<file path="src/core/pwr_seq_consts.svh">
`ifndef PWR_SEQ_CONSTS_SVH
`define PWR_SEQ_CONSTS_SVH

// ----------------------------------------------------------------------------
// Widths, reset values and timing
// ----------------------------------------------------------------------------
`define WAKE_PIN_COUNT       8
`define WDOG_WIDTH           16
`define WDOG_RELOAD          16'h0000
`define WDOG_OVERFLOW        16'hFFFF
`define SYS_RESET_CYCLES     4'h8
`define CLK_PERIOD_NS        10
`define FLASH_SETTLE_NS      200
`define FLASH_SETTLE_CYCLES  ((`FLASH_SETTLE_NS + `CLK_PERIOD_NS - 1) / `CLK_PERIOD_NS)
`define MAX_CLK_MHZ          55
`define CPU_CLK_MHZ          100

`endif

</file>
<file path="src/core/pwr_seq_pkg.sv">
package pwr_seq_pkg;

    // ------------------------------------------------------------------------
    // Types
    // ------------------------------------------------------------------------
    typedef enum logic [2:0] {
        st_run     = 3'b000,
        st_idle    = 3'b001,
        st_quasi   = 3'b010,
        st_pdown   = 3'b011,
        st_waking  = 3'b100
    } pwr_state_type;

    // Request bundle from the CPU core
    typedef struct packed {
        logic idle_instr;
        logic power_down_instr;
        logic prev_ext_write;
        logic next_fetch_ext;
        logic mux_tristate_wait;
    } cpu_req_type;

    // Status bundle back to the CPU core
    typedef struct packed {
        logic fetch_stall;
        logic irq_block;
        logic in_idle;
        logic in_power_down;
        logic pd_ignored;
    } cpu_stat_type;

endpackage : pwr_seq_pkg

</file>
<file path="src/core/power_down_idle_entry_exit.sv">
`include "pwr_seq_consts.svh"

// Contract
// - Exit-select clear: ignore power-down while interrupt pin high.
// - Exit-select set: ignore power-down if any enabled wake pin active.
// - Otherwise power-down is entered normally.
// - Quasi-idle keeps watchdog counting; overflow resets whole device.
// - Quasi-idle blocks interrupts; fetch stopped.
// - Interrupt pin low during quasi-idle completes power-down entry.
// - Quasi-idle on external fetch with no mux tristate-wait or with a preceding external write.
// - Reset exit from power-down works at every clock frequency.
module power_down_idle_entry_exit
    import pwr_seq_pkg::*;
(
    input  wire logic                        core_clk_i,
    input  wire logic                        nrst_i,
    input  wire cpu_req_type                 cpu_req_i,
    input  wire logic                        power_down_exit_select_i,
    input  wire logic                        nmi_pin_n_i,
    input  wire logic [`WAKE_PIN_COUNT-1:0]  wake_pin_i,
    input  wire logic [`WAKE_PIN_COUNT-1:0]  wake_enable_i,
    input  wire logic [`WAKE_PIN_COUNT-1:0]  wake_active_high_i,
    input  wire logic                        ext_irq_i,
    input  wire logic                        wdog_enable_i,
    input  wire logic                        wdog_service_i,
    input  wire logic                        flash_ready_i,
    output cpu_stat_type                     cpu_stat_o,
    output logic                             sys_reset_o,
    output logic                             clk_gate_o,
    output logic                             freq_violation_o
);

    // ------------------------------------------------------------------------
    // Pin synchronisers
    // ------------------------------------------------------------------------
    logic [`WAKE_PIN_COUNT:0] pins_sync;
    logic                     nmi_n;
    logic [`WAKE_PIN_COUNT-1:0] wake_s;

    // Interrupt pin synced inverted: the cleared reset value then reads as
    // released, not as a low pin that would open power-down for two cycles
    sync2 #(.WIDTH(`WAKE_PIN_COUNT + 1)) sync2_inst (
        .core_clk_i (core_clk_i),
        .nrst_i     (nrst_i),
        .async_i    ({~nmi_pin_n_i, wake_pin_i}),
        .sync_o     (pins_sync)
    );

    assign nmi_n  = ~pins_sync[`WAKE_PIN_COUNT];
    assign wake_s = pins_sync[`WAKE_PIN_COUNT-1:0];

    // ------------------------------------------------------------------------
    // Entry decision
    // ------------------------------------------------------------------------
    logic [`WAKE_PIN_COUNT-1:0] wake_hit;
    logic any_wake;
    logic pd_block;
    logic quasi_cond;

    // Per-pin active-level compare, gated by enable
    for (genvar i = 0; i < `WAKE_PIN_COUNT; i++) begin : g_wake
        assign wake_hit[i] = wake_enable_i[i] & (wake_s[i] == wake_active_high_i[i]);
    end

    assign any_wake = |wake_hit;
    // Block conditions selected by the exit source
    assign pd_block = power_down_exit_select_i ? any_wake : nmi_n;
    // Silicon stall conditions when a blocked request arrives
    assign quasi_cond = cpu_req_i.next_fetch_ext
                        & (~cpu_req_i.mux_tristate_wait | cpu_req_i.prev_ext_write);

    // ------------------------------------------------------------------------
    // State machine
    // ------------------------------------------------------------------------
    pwr_state_type state;
    pwr_state_type next_state;
    logic          wdog_reset;
    logic [7:0]    settle_cnt;

    always_comb begin
        next_state = state;
        unique case (state)
            st_run: begin
                if (cpu_req_i.power_down_instr) begin
                    if (!pd_block)
                        next_state = st_pdown;
                    else if (quasi_cond)
                        next_state = st_quasi;
                end else if (cpu_req_i.idle_instr) begin
                    next_state = st_idle;
                end
            end
            st_idle: begin
                if (ext_irq_i || !nmi_n)
                    next_state = st_waking;
            end
            st_quasi: begin
                if (!nmi_n)
                    next_state = st_pdown;
            end
            st_pdown: begin
                if (ext_irq_i)
                    next_state = st_waking;
            end
            st_waking: begin
                if (flash_ready_i && settle_cnt == 8'h00)
                    next_state = st_run;
            end
            default: next_state = st_run;
        endcase
        // Watchdog reset wins, so outputs never announce a state not taken
        if (wdog_reset) begin
            next_state = st_run;
        end
    end

    // State register; system reset exits any mode at any rate
    always_ff @(posedge core_clk_i or negedge nrst_i) begin
        if (!nrst_i) begin
            state <= st_run;
        end else if (wdog_reset) begin
            state <= st_run;
        end else begin
            state <= next_state;
        end
    end

    // Flash settle counter, loaded on every wake
    always_ff @(posedge core_clk_i or negedge nrst_i) begin
        if (!nrst_i) begin
            settle_cnt <= 8'h00;
        end else if (state != st_waking && next_state == st_waking) begin
            settle_cnt <= 8'(`FLASH_SETTLE_CYCLES);
        end else if (settle_cnt != 8'h00) begin
            settle_cnt <= settle_cnt - 8'h01;
        end
    end

    // ------------------------------------------------------------------------
    // Watchdog: runs in every state except clock-stopped power-down
    // ------------------------------------------------------------------------
    logic [`WDOG_WIDTH-1:0] wdog_cnt;
    logic [3:0]             rst_cnt;

    always_ff @(posedge core_clk_i or negedge nrst_i) begin
        if (!nrst_i) begin
            wdog_cnt <= `WDOG_RELOAD;
        end else if (!wdog_enable_i || wdog_service_i || wdog_reset) begin
            wdog_cnt <= `WDOG_RELOAD;
        end else if (state != st_pdown) begin
            wdog_cnt <= wdog_cnt + 16'h0001;
        end
    end

    // Overflow stretches a device-wide reset pulse
    always_ff @(posedge core_clk_i or negedge nrst_i) begin
        if (!nrst_i) begin
            rst_cnt <= 4'h0;
        end else if (wdog_enable_i && wdog_cnt == `WDOG_OVERFLOW && rst_cnt == 4'h0) begin
            rst_cnt <= `SYS_RESET_CYCLES;
        end else if (rst_cnt != 4'h0) begin
            rst_cnt <= rst_cnt - 4'h1;
        end
    end

    assign wdog_reset = (rst_cnt != 4'h0);

    // ------------------------------------------------------------------------
    // Outputs, registered
    // ------------------------------------------------------------------------
    always_ff @(posedge core_clk_i or negedge nrst_i) begin
        if (!nrst_i) begin
            cpu_stat_o <= '0;
            sys_reset_o <= 1'b0;
            clk_gate_o <= 1'b0;
        end else begin
            // Fetch stall covers quasi-idle, power-down and flash settling
            cpu_stat_o.fetch_stall   <= next_state inside {st_quasi, st_waking, st_pdown};
            cpu_stat_o.irq_block     <= next_state == st_quasi;
            cpu_stat_o.in_idle       <= next_state == st_idle;
            cpu_stat_o.in_power_down <= next_state == st_pdown;
            cpu_stat_o.pd_ignored    <= state == st_run && cpu_req_i.power_down_instr
                                        && pd_block && !quasi_cond;
            sys_reset_o <= wdog_reset;
            clk_gate_o  <= next_state == st_pdown;
        end
    end

    // Flag idle or interrupt wake above the flash limit; static by build
    always_ff @(posedge core_clk_i or negedge nrst_i) begin
        if (!nrst_i) begin
            freq_violation_o <= 1'b0;
        end else if (`CPU_CLK_MHZ > `MAX_CLK_MHZ
                     && ((state == st_run && cpu_req_i.idle_instr)
                         || (state == st_pdown && ext_irq_i))) begin
            freq_violation_o <= 1'b1;
        end
    end

    // ------------------------------------------------------------------------
    // Assertions
    // ------------------------------------------------------------------------
    nmi_block_a: assert property (@(posedge core_clk_i) disable iff (!nrst_i)
        state == st_run && cpu_req_i.power_down_instr && !power_down_exit_select_i && nmi_n
        |=> state != st_pdown) else $error("power-down entered with interrupt pin high");

    wake_block_a: assert property (@(posedge core_clk_i) disable iff (!nrst_i)
        state == st_run && cpu_req_i.power_down_instr && power_down_exit_select_i && any_wake
        && !wdog_reset |=> state != st_pdown) else $error("power-down entered with wake active");

    normal_entry_a: assert property (@(posedge core_clk_i) disable iff (!nrst_i)
        state == st_run && cpu_req_i.power_down_instr && !pd_block && !wdog_reset
        |=> state == st_pdown) else $error("power-down not entered");

    quasi_stall_a: assert property (@(posedge core_clk_i) disable iff (!nrst_i)
        state == st_quasi && nmi_n && !wdog_reset
        |=> state == st_quasi && cpu_stat_o.irq_block)
        else $error("interrupts not blocked in quasi-idle");

    quasi_exit_a: assert property (@(posedge core_clk_i) disable iff (!nrst_i)
        state == st_quasi && !nmi_n && !wdog_reset |=> state == st_pdown ##1 clk_gate_o)
        else $error("quasi-idle did not complete power-down");

    wdog_reset_a: assert property (@(posedge core_clk_i) disable iff (!nrst_i)
        wdog_enable_i && wdog_cnt == `WDOG_OVERFLOW && rst_cnt == 4'h0
        |=> ##1 sys_reset_o [*7]) else $error("watchdog overflow gave no reset");

    quasi_entry_a: assert property (@(posedge core_clk_i) disable iff (!nrst_i)
        state == st_run && cpu_req_i.power_down_instr && pd_block && quasi_cond && !wdog_reset
        |=> state == st_quasi) else $error("quasi-idle not entered");

    reset_exit_a: assert property (@(posedge core_clk_i) disable iff (!nrst_i)
        wdog_reset |=> state == st_run) else $error("reset did not leave power-down");

    flash_hold_a: assert property (@(posedge core_clk_i) disable iff (!nrst_i)
        state == st_waking && !flash_ready_i && !wdog_reset |=> state == st_waking)
        else $error("left wake before flash ready");

    pd_cover_c:    cover property (@(posedge core_clk_i) state == st_run ##1 state == st_pdown);
    quasi_cover_c: cover property (@(posedge core_clk_i) state == st_quasi ##1 state == st_pdown);
    wake_cover_c:  cover property (@(posedge core_clk_i) state == st_waking ##1 state == st_run);
    wdog_cover_c:  cover property (@(posedge core_clk_i) state == st_quasi && wdog_reset);

endmodule : power_down_idle_entry_exit

</file>
<file path="src/core/sync2.sv">
// Two-flop synchroniser for pin inputs, one per bit
module sync2 #(
    parameter int WIDTH = 1
) (
    input  wire logic             core_clk_i,
    input  wire logic             nrst_i,
    input  wire logic [WIDTH-1:0] async_i,
    output logic      [WIDTH-1:0] sync_o
);

    logic [WIDTH-1:0] meta;

    // First stage feeds only the second stage
    always_ff @(posedge core_clk_i or negedge nrst_i) begin
        if (!nrst_i) begin
            meta   <= '0;
            sync_o <= '0;
        end else begin
            meta   <= async_i;
            sync_o <= meta;
        end
    end

endmodule : sync2

</file>
<file path="config.mk">
export PLATFORM = sky130hd
export DESIGN_NAME = power_down_idle_entry_exit
export DESIGN_NICKNAME = d
export VERILOG_FILES = /design/src/core/pwr_seq_pkg.sv /design/src/core/power_down_idle_entry_exit.sv /design/src/core/sync2.sv
export VERILOG_INCLUDE_DIRS = /design/src /design/src/core
export SDC_FILE = /design/constraint.sdc
export NUM_CORES = 1
export LEC_CHECK = 0
export BUFFER_PORTS_ARGS = -buffer_cell sky130_fd_sc_hd__buf_2
export CORE_ASPECT_RATIO = 0.75
export CORE_MARGIN = 1
export CORE_UTILIZATION = 50
export CTS_BUF_LIST = sky130_fd_sc_hd__clkbuf_8
export CTS_CLUSTER_DIAMETER = 40
export CTS_CLUSTER_SIZE = 30
export DETAILED_ROUTE_END_ITERATION = 7
export PLACE_DENSITY = 0.8
export SYNTH_ARGS = -nofsm -noshare
export SYNTH_HDL_FRONTEND = slang
export SYNTH_SLANG_ARGS = --single-unit
</file>
<file path="constraint.sdc">
create_clock -name core_clk_i -period 3.65 [get_ports core_clk_i]
set_input_delay 0.5475 -clock core_clk_i [delete_from_list [all_inputs] [get_ports core_clk_i]]
set_output_delay 0.5475 -clock core_clk_i [all_outputs]
set_load 0.01 [all_outputs]
</file>
==> flow_results.xml, run 1 <==
<?xml version="1.0" encoding="UTF-8"?>
<metrics>
  <group name="outcome">
    <metric name="run_status" unit="">finished clean</metric>
  </group>
  <group name="synthesis">
    <metric name="synth_area" unit="sq um">2500</metric>
    <metric name="synth_top_area_cell" unit="">sky130_fd_sc_hd__dfrtp_1</metric>
    <metric name="dominantRegCellSynth" unit="">sky130_fd_sc_hd__dfrtp_1</metric>
    <metric name="yosys.cell_count.top_type" unit="">sky130_fd_sc_hd__dfrtp_1</metric>
    <metric name="syn_nets" unit="">271</metric>
    <metric name="synth_seq_cells" unit="">56</metric>
    <metric name="yosys.cell_types.count" unit="">48</metric>
    <metric name="synth_top_cells_by_count" unit="">56 x sky130_fd_sc_hd__dfrtp_1, 30 x sky130_fd_sc_hd__nor2_1, 16 x sky130_fd_sc_hd__nand2_1</metric>
    <metric name="ys_seq_area_share" unit="%">55.9</metric>
    <metric name="yosys-top-cells-area" unit="">sky130_fd_sc_hd__dfrtp_1 56%, sky130_fd_sc_hd__xnor2_1 5.2%, sky130_fd_sc_hd__xor2_1 4.5%, sky130_fd_sc_hd__nor2_1 4.5%, sky130_fd_sc_hd__nand2_1 2.4%</metric>
    <metric name="synth.yosys.warnings" unit="">0</metric>
    <metric name="synth-async-reset-ratio" unit="%">100</metric>
    <metric name="synth_enable_flop_cells" unit="">0</metric>
    <metric name="avgSynthCellArea" unit="sq um">10.9</metric>
    <metric name="syn-instance-count" unit="">230</metric>
    <metric name="synth.top_cell.area_share" unit="%">55.9</metric>
  </group>
  <group name="grt">
    <metric name="grt_pass1_vias" unit="">1780</metric>
    <metric name="number_of_antenna_violations_at_the_first_check_in_global_routing" unit="">0</metric>
    <metric name="grt_start_max_net_pins" unit="">37</metric>
    <metric name="globalRoute.totalOverflow" unit="">0</metric>
    <metric name="first_pass_grt_wire_length" unit="mm">8.14</metric>
    <metric name="gr-usage-all-layers" unit="%">19.5</metric>
  </group>
  <group name="sta">
    <metric name="hold_viol" unit="">0</metric>
    <metric name="rsz0062_at_grt" unit="">false</metric>
    <metric name="tightestPinTransition" unit="ns">0.766</metric>
    <metric name="timing.final.crit_share" unit="%">65.3</metric>
    <metric name="drv_slew" unit="">0</metric>
    <metric name="timing.fmax" unit="MHz">419</metric>
    <metric name="total_negative_setup_slack" unit="ns">0</metric>
    <metric name="finClkSkew" unit="ns">0.00606</metric>
    <metric name="finalWorstPathRequiredPeriod" unit="ns">2.38</metric>
    <metric name="maxSlewHeadroom" unit="%">49.0</metric>
    <metric name="setup_viol" unit="">0</metric>
  </group>
  <group name="hold_path">
    <metric name="holdCritPathClass" unit="">input port to async pin</metric>
  </group>
  <group name="cts">
    <metric name="worst_path_clk_slew" unit="ns">0.10</metric>
    <metric name="clock_root_buffer" unit="">sky130_fd_sc_hd__clkbuf_8</metric>
    <metric name="clk-insertion-delay-late" unit="ns">0.31</metric>
    <metric name="max-clock-path-buffers" unit="">2</metric>
    <metric name="cts_tree" unit="">done</metric>
    <metric name="ctsHoldBuffers" unit="">0</metric>
    <metric name="cts_max_level" unit="">2</metric>
    <metric name="cts.repair_timing.setup_buffer_count" unit="">0</metric>
    <metric name="tritoncts.num_buffers" unit="">5</metric>
    <metric name="clock_sinks" unit="">56</metric>
    <metric name="post_cts_resize_count" unit="">0</metric>
  </group>
  <group name="routing">
    <metric name="drcViolationCount" unit="">0</metric>
    <metric name="vias_per_cell" unit="">5.32</metric>
    <metric name="finalWirelength" unit="mm">4.51</metric>
    <metric name="route.vias.total" unit="">1776</metric>
    <metric name="avgRoutedWirePerCell" unit="microns">13.5</metric>
    <metric name="drt_first_iter_violations" unit="">76</metric>
    <metric name="first_pass_iters" unit="">4</metric>
    <metric name="route.antenna.remaining_nets" unit="">0</metric>
  </group>
  <group name="die">
    <metric name="placementRows" unit="">21</metric>
    <metric name="die_area" unit="sq um">5300</metric>
    <metric name="top_ports" unit="">45</metric>
    <metric name="die_w" unit="microns">83.7</metric>
    <metric name="die-height" unit="microns">63.3</metric>
    <metric name="core-area" unit="sq um">4620</metric>
    <metric name="starting_utilization_of_the_core_area" unit="%">54.2</metric>
  </group>
  <group name="critical_path">
    <metric name="critical_path_start_type" unit="">register</metric>
    <metric name="critical_path_required" unit="ns">3.83</metric>
    <metric name="path_cells" unit="">inv_1, ha_1, nor3b_1, nand3b_2, o2111ai_1, xor2_1, nor2_1</metric>
    <metric name="arrival" unit="ns">2.57</metric>
    <metric name="critical-path-max-stage-delay" unit="ns">0.61</metric>
    <metric name="cp-end-kind" unit="">register</metric>
    <metric name="highest_fanout_seen_on_the_critical_path" unit="">18</metric>
    <metric name="worst-setup-path-type" unit="">register to register</metric>
    <metric name="critical-path-slowest-cell" unit="">sky130_fd_sc_hd__nor3b_1</metric>
  </group>
  <group name="final_layout">
    <metric name="num-nets-final" unit="">317</metric>
    <metric name="fillers" unit="">374</metric>
    <metric name="diodes" unit="">0</metric>
    <metric name="drive_above_1_share" unit="%">22.7</metric>
    <metric name="final_cell_count_no_fill" unit="">334</metric>
    <metric name="area_delta_synth_final" unit="%">14.5</metric>
    <metric name="seq_area" unit="sq um">1400</metric>
    <metric name="multi_input_area" unit="sq um">1040</metric>
  </group>
  <group name="place">
    <metric name="finalWeightedCongestion" unit="">0.785</metric>
    <metric name="port-buffer-count" unit="">44</metric>
    <metric name="post-place-cells" unit="">326</metric>
    <metric name="detailed_place_hpwl" unit="mm">3.41</metric>
  </group>
  <group name="power">
    <metric name="power_leakage" unit="nW">1.35</metric>
    <metric name="powerDensity" unit="nW/um^2">537</metric>
    <metric name="vdd.ir_drop.worst" unit="V">0.000305</metric>
  </group>
  <group name="run">
    <metric name="max_cap_violations" unit="">0</metric>
  </group>
</metrics>
-- layer usage --
metal	wire length, microns	GRT usage, %	up-vias
li1	-	-	878
met1	2280	27.6	857
met2	1990	29.5	39
met3	219	5.64	2
met4	12	5.72	0
met5	0	0	-
-- kinds of logic after synthesis --
family          synth area share [%]
flops                           55.9
xor+xnor                        9.79
fa+ha+maj                       2.00
buf+inv                         2.70
compound gates                  8.64
simple gates                    20.5
mux                            0.400
-- power by group --
| part | switching, W | internal (W) | leakage [nW] |
|---|---|---|---|
| clock | 0.000191 | 0.000152 | 0.0486 |
| combinational | 0.000217 | 0.000193 | 0.589 |
| sequential | 0.0000830 | 0.000703 | 0.715 |
| total | 0.000491 | 0.00105 | 1.35 |
-- flip-flops by register name, summed over array words and instances (netlist names) --
signal / count
sync2_inst.sync_o: 9
sys_reset_o: 1
settle_cnt: 8
state: 3
rst_cnt: 4
freq_violation_o: 1
clk_gate_o: 1
cpu_stat_o: 4
sync2_inst.meta: 9
wdog_cnt: 16
-- layout by cell type (no fill, tap or decap), types with 2 or more instances in the layout --
cell type	synthesis	routed
sky130_fd_sc_hd__a211oi_1	2	2
sky130_fd_sc_hd__a21oi_1	7	7
sky130_fd_sc_hd__a22oi_1	4	4
sky130_fd_sc_hd__and3_1	4	4
sky130_fd_sc_hd__and4_1	2	2
sky130_fd_sc_hd__and4b_1	2	2
sky130_fd_sc_hd__buf_2	3	44
sky130_fd_sc_hd__clkbuf_8	0	6
sky130_fd_sc_hd__dfrtp_1	56	56
sky130_fd_sc_hd__ha_1	4	4
sky130_fd_sc_hd__inv_1	10	11
sky130_fd_sc_hd__nand2_1	16	16
sky130_fd_sc_hd__nand2b_1	5	5
sky130_fd_sc_hd__nand3_1	6	6
sky130_fd_sc_hd__nand4_1	3	3
sky130_fd_sc_hd__nor2_1	30	30
sky130_fd_sc_hd__nor2b_1	4	4
sky130_fd_sc_hd__nor3_1	4	4
sky130_fd_sc_hd__nor4b_2	2	2
sky130_fd_sc_hd__o21ai_0	7	7
sky130_fd_sc_hd__or2_2	3	3
sky130_fd_sc_hd__or3_1	2	2
sky130_fd_sc_hd__xnor2_1	15	15
sky130_fd_sc_hd__xor2_1	13	13
-- through the flow --
step / setup WS, ns / total power (W) / util [%] / cell area (sq um) / hold WS, ns
2_1_floorplan: 1.74 / 0.00109 / - / 2500 / 0.252
3_3_place_gp: 1.45 / 0.00119 / 60.0 / 2770 / 0.332
3_5_place_dp: 1.28 / 0.00121 / 60.0 / 2770 / 0.335
4_1_cts: 1.27 / 0.00155 / 62.0 / 2870 / 0.330
5_1_grt: 0.950 / 0.00165 / 62.0 / 2870 / 0.319
6_report: 1.27 / 0.00154 / 62.0 / 2870 / 0.309
-- final cells by class --
| cell class | instances | area share [%] |
|---|---|---|
| flip-flops and latches | 56 | 48.9 |
| multi-input cells | 158 | 36.1 |
| repair buffers | 45 | 7.94 |
| clock buffers | 6 | 2.88 |
| well taps | 57 | 2.49 |
| inverters | 10 | 1.31 |
| clock inverters | 2 | 0.393 |
-- critical path: cells and delay by family, from the launching register on --
| family | cells | cell delay, ns |
|---|---|---|
| flip-flops | 1 | 0.38 |
| XOR/XNOR | 1 | 0.16 |
| AND/OR/NAND/NOR | 3 | 1.07 |
| buffers and inverters | 1 | 0.09 |
| adder cells (fa/ha/maj) | 1 | 0.20 |
| AO/OA/AOI/OAI | 1 | 0.35 |
-- path summary, 6_finish.rpt --
kind                                    start                   end  slack, ns  cells after the start
max                                rst_cnt[0]          wdog_cnt[14]       1.27                      7
min                                    nrst_i         settle_cnt[4]       0.31                      1
max reg2reg                        rst_cnt[0]          wdog_cnt[14]       1.27                      7
min reg2reg                sync2_inst.meta[1]  sync2_inst.sync_o[1]       0.35                      0
max in group asynchronous              nrst_i    sync2_inst.meta[1]       2.58                      2
min in group core_clk_i         wake_pin_i[0]    sync2_inst.meta[0]       0.34                      1
(Power assumes the default switching activity.)
==> run 2: changes to the inputs <==
--- a/config.mk
+++ b/config.mk
@@ -6,6 +6,7 @@
 export SDC_FILE = /design/constraint.sdc
 export NUM_CORES = 1
 export LEC_CHECK = 0
+export ABC_AREA = 1
 export BUFFER_PORTS_ARGS = -buffer_cell sky130_fd_sc_hd__buf_2
 export CORE_ASPECT_RATIO = 0.75
 export CORE_MARGIN = 1
@@ -14,7 +15,7 @@
 export CTS_CLUSTER_DIAMETER = 40
 export CTS_CLUSTER_SIZE = 30
 export DETAILED_ROUTE_END_ITERATION = 7
-export PLACE_DENSITY = 0.8
+export PLACE_DENSITY = 0.82
 export SYNTH_ARGS = -nofsm -noshare
 export SYNTH_HDL_FRONTEND = slang
 export SYNTH_SLANG_ARGS = --single-unit
==> constraint.sdc (replaced) <==
create_clock -name core_clk_i -period 2 [get_ports core_clk_i]
set_input_delay 0.3 -clock core_clk_i [delete_from_list [all_inputs] [get_ports core_clk_i]]
set_output_delay 0.3 -clock core_clk_i [all_outputs]
set_load 0.01 [all_outputs]
==> flow_results.xml, run 2 <==
<?xml version="1.0" encoding="UTF-8"?>
<metrics>
  <group name="sta">
    <metric name="maxSlewHeadroom" unit="%">54.1</metric>
    <metric name="timing.fmax" unit="MHz">546</metric>
    <metric name="rsz0062_at_grt" unit="">false</metric>
    <metric name="total_negative_setup_slack" unit="ns">0</metric>
    <metric name="timing.final.crit_share" unit="%">91.5</metric>
    <metric name="setup_viol" unit="">0</metric>
    <metric name="drv_slew" unit="">0</metric>
    <metric name="hold_viol" unit="">0</metric>
    <metric name="finClkSkew" unit="ns">0.00395</metric>
    <metric name="tightestPinTransition" unit="ns">0.688</metric>
    <metric name="finalWorstPathRequiredPeriod" unit="ns">1.83</metric>
    <metric name="finalWorstSetupSlack" unit="ns">0.169</metric>
  </group>
  <group name="final_layout">
    <metric name="fillers" unit="">422</metric>
    <metric name="multi_input_area" unit="sq um">1090</metric>
    <metric name="final_core_util" unit="%">62.3</metric>
    <metric name="reg.largest.list" unit="">wdog_cnt: 16 flops, sync2_inst.meta: 9 flops, sync2_inst.sync_o: 9 flops</metric>
    <metric name="most_frequent_cells_in_the_layout" unit="">62 x sky130_fd_sc_hd__nand2_1, 61 x sky130_fd_sc_hd__inv_1, 56 x sky130_fd_sc_hd__dfrtp_1</metric>
    <metric name="largest_register_ffs" unit="">16</metric>
    <metric name="area_delta_synth_final" unit="%">15.5</metric>
    <metric name="drive_above_1_share" unit="%">19.3</metric>
    <metric name="seq_area" unit="sq um">1400</metric>
    <metric name="max_flop_register" unit="">wdog_cnt</metric>
    <metric name="num-nets-final" unit="">423</metric>
    <metric name="final_cell_count_no_fill" unit="">455</metric>
    <metric name="most_common_cell_after_layout_fill_and_taps_aside" unit="">sky130_fd_sc_hd__nand2_1</metric>
    <metric name="diodes" unit="">0</metric>
  </group>
  <group name="synthesis">
    <metric name="synth.mux.area_fraction" unit="%">0</metric>
    <metric name="ys_seq_area_share" unit="%">51.0</metric>
    <metric name="syn-instance-count" unit="">332</metric>
    <metric name="synth_top_area_cell" unit="">sky130_fd_sc_hd__dfrtp_1</metric>
    <metric name="synth_enable_flop_cells" unit="">0</metric>
    <metric name="yosys-top-cells-area" unit="">sky130_fd_sc_hd__dfrtp_1 51%, sky130_fd_sc_hd__nand2_1 8.5%, sky130_fd_sc_hd__inv_1 8.2%, sky130_fd_sc_hd__nor2_1 4.6%, sky130_fd_sc_hd__nand3_1 4.4%</metric>
    <metric name="xor_xnor_share_of_the_synthesized_area" unit="%">2.87</metric>
    <metric name="yosys.cell_count.top_type" unit="">sky130_fd_sc_hd__nand2_1</metric>
    <metric name="avgSynthCellArea" unit="sq um">8.28</metric>
    <metric name="synth_top_cells_by_count" unit="">62 x sky130_fd_sc_hd__nand2_1, 60 x sky130_fd_sc_hd__inv_1, 56 x sky130_fd_sc_hd__dfrtp_1</metric>
    <metric name="synth-async-reset-ratio" unit="%">100</metric>
    <metric name="syn_nets" unit="">373</metric>
    <metric name="post_synth_fa_ha_maj_area_fraction" unit="%">1.82</metric>
    <metric name="synth_seq_cells" unit="">56</metric>
    <metric name="synth_area_in_simple_gates" unit="%">28.6</metric>
    <metric name="dominantRegCellSynth" unit="">sky130_fd_sc_hd__dfrtp_1</metric>
    <metric name="synth_top_family_by_area" unit="">simple AND/OR/NAND/NOR gates</metric>
    <metric name="synth-compound-area-share" unit="%">6.24</metric>
    <metric name="synth.yosys.warnings" unit="">0</metric>
    <metric name="yosys.cell_types.count" unit="">28</metric>
    <metric name="synth_area" unit="sq um">2750</metric>
    <metric name="synth.top_cell.area_share" unit="%">51.0</metric>
  </group>
  <group name="critical_path">
    <metric name="reg2regPathDepth" unit="">9</metric>
    <metric name="crit-reg2reg-launch" unit="">rst_cnt[0]</metric>
    <metric name="arrival" unit="ns">2.03</metric>
    <metric name="critical_path_start_type" unit="">register</metric>
    <metric name="cp-end-kind" unit="">register</metric>
    <metric name="worst-setup-path-type" unit="">register to register</metric>
    <metric name="r2r_setup_slack" unit="ns">0.17</metric>
    <metric name="highest_fanout_seen_on_the_critical_path" unit="">17</metric>
    <metric name="r2r_end" unit="">wdog_cnt[6]</metric>
    <metric name="critical_path_required" unit="ns">2.20</metric>
    <metric name="critical-path-max-stage-delay" unit="ns">0.41</metric>
    <metric name="path_cells" unit="">inv_1, ha_1, nand3_4, nor3_4, nand2_4, nand3_1, o21ai_0, nand2_1, nor2_1</metric>
    <metric name="critical-path-slowest-cell" unit="">sky130_fd_sc_hd__dfrtp_1</metric>
  </group>
  <group name="place">
    <metric name="detailed_place_hpwl" unit="mm">4.20</metric>
    <metric name="port-buffer-count" unit="">44</metric>
    <metric name="finalWeightedCongestion" unit="">0.870</metric>
    <metric name="post-place-cells" unit="">447</metric>
    <metric name="worst_setup_slack_post_dpl" unit="ns">0.237</metric>
  </group>
  <group name="power">
    <metric name="power_frac_seq" unit="%">47.2</metric>
    <metric name="cellInternalPower" unit="W">0.00198</metric>
    <metric name="power.switching_fraction" unit="%">33.6</metric>
    <metric name="p_sw" unit="W">0.00100</metric>
    <metric name="combinational_group_share_of_total_power" unit="%">28.8</metric>
    <metric name="clockPowerShare" unit="%">24.0</metric>
    <metric name="powerDensity" unit="nW/um^2">938</metric>
    <metric name="power_leakage" unit="nW">1.64</metric>
    <metric name="vdd.ir_drop.worst" unit="V">0.000694</metric>
    <metric name="totalPowerFinal" unit="W">0.00298</metric>
  </group>
  <group name="cts">
    <metric name="clock_root_buffer" unit="">sky130_fd_sc_hd__clkbuf_8</metric>
    <metric name="tritoncts.num_buffers" unit="">5</metric>
    <metric name="clock_sinks" unit="">56</metric>
    <metric name="max-clock-path-buffers" unit="">2</metric>
    <metric name="ctsHoldBuffers" unit="">0</metric>
    <metric name="cts.repair_timing.setup_buffer_count" unit="">0</metric>
    <metric name="cts_max_level" unit="">2</metric>
    <metric name="cts_tree" unit="">done</metric>
    <metric name="worst_path_clk_slew" unit="ns">0.09</metric>
    <metric name="clk-insertion-delay-late" unit="ns">0.30</metric>
    <metric name="post_cts_resize_count" unit="">0</metric>
  </group>
  <group name="die">
    <metric name="starting_utilization_of_the_core_area" unit="%">54.0</metric>
    <metric name="top_ports" unit="">45</metric>
    <metric name="die_w" unit="microns">87.6</metric>
    <metric name="die_area" unit="sq um">5800</metric>
    <metric name="placementRows" unit="">22</metric>
    <metric name="core-area" unit="sq um">5090</metric>
    <metric name="die-height" unit="microns">66.2</metric>
  </group>
  <group name="grt">
    <metric name="gr-usage-all-layers" unit="%">21.3</metric>
    <metric name="grt_start_max_net_pins" unit="">31</metric>
    <metric name="globalRoute.totalOverflow" unit="">0</metric>
    <metric name="first_pass_grt_wire_length" unit="mm">9.40</metric>
    <metric name="number_of_antenna_violations_at_the_first_check_in_global_routing" unit="">0</metric>
    <metric name="grt_pass1_vias" unit="">2193</metric>
  </group>
  <group name="hold_path">
    <metric name="holdCritPathClass" unit="">input port to async pin</metric>
  </group>
  <group name="routing">
    <metric name="route.vias.total" unit="">2268</metric>
    <metric name="first_pass_iters" unit="">4</metric>
    <metric name="drt_first_iter_violations" unit="">170</metric>
    <metric name="vias_per_cell" unit="">4.98</metric>
    <metric name="finalWirelength" unit="mm">5.52</metric>
    <metric name="avgRoutedWirePerCell" unit="microns">12.1</metric>
    <metric name="drcViolationCount" unit="">0</metric>
    <metric name="route.antenna.remaining_nets" unit="">0</metric>
  </group>
  <group name="outcome">
    <metric name="run_status" unit="">finished clean</metric>
  </group>
  <group name="run">
    <metric name="max_cap_violations" unit="">0</metric>
  </group>
</metrics>
==> run 2: layer usage <==
layer	track usage (%)	share of wire [%]	vias up
met5	0	0	-
met4	4.92	0.71	0
met3	4.74	4.8	5
met2	34.8	44	60
met1	29.0	50	1053
li1	-	-	1150
==> run 2: cell families (layout without fill, tap and decap cells) <==
kind of cell    after synthesis  in the layout
flops                        56             56
buf+inv                      67            118
fa+ha+maj                     4              4
compound gates               33             33
simple gates                163            163
xor+xnor                      9              9
==> run 2: area by class of cell <==
type	count	share of cell area, %
Multi-Input combinational cell	209	34.3
Timing Repair Buffer	46	7.80
Sequential cell	56	44.1
Clock inverter	3	1.22
Inverter	64	7.57
Tap cell	72	2.84
Clock buffer	5	2.17
==> run 2: per-stage QoR <==
| step | hold WS [ns] | area (sq um) |
|---|---|---|
| floorplan | 0.00441 | 2750 |
| finish | 0.0260 | 3170 |
| CTS | 0.0513 | 3170 |
| global placement | 0.332 | 3070 |
| global route | 0.0743 | 3170 |
| detailed placement | 0.336 | 3070 |
==> run 2: how the worst max path moves through the flow <==
stage	from	endpoint	slack (ns)	cells past startpoint
3_3_place_gp	rst_cnt[0]	wdog_cnt[4]	0.25	9
6_report	rst_cnt[0]	wdog_cnt[6]	0.17	9
4_1_cts	rst_cnt[0]	wdog_cnt[4]	0.19	9
2_1_floorplan	rst_cnt[0]	wdog_cnt[6]	0.43	9
3_5_place_dp	rst_cnt[0]	wdog_cnt[4]	0.24	9
5_1_grt	rst_cnt[0]	wdog_cnt[6]	0.03	9
==> run 2: power groups by stage <==
| stage | registers [W] | logic (W) | clock network (W) |
|---|---|---|---|
| finish | 0.00140 | 0.000856 | 0.000716 |
| global route | 0.00142 | 0.000991 | 0.000781 |
| CTS | 0.00140 | 0.000869 | 0.000734 |
| detailed placement | 0.00142 | 0.000858 | 0 |
| global placement | 0.00142 | 0.000820 | 0 |
| floorplan | 0.00142 | 0.000621 | 0 |
==> run 2: critical path, delay by kind of cell (launching register included) <==
kind / cells / cell delay, ns
fa+ha+maj: 1 / 0.23
flops: 1 / 0.41
compound gates: 1 / 0.10
buf+inv: 1 / 0.08
simple gates: 6 / 0.91
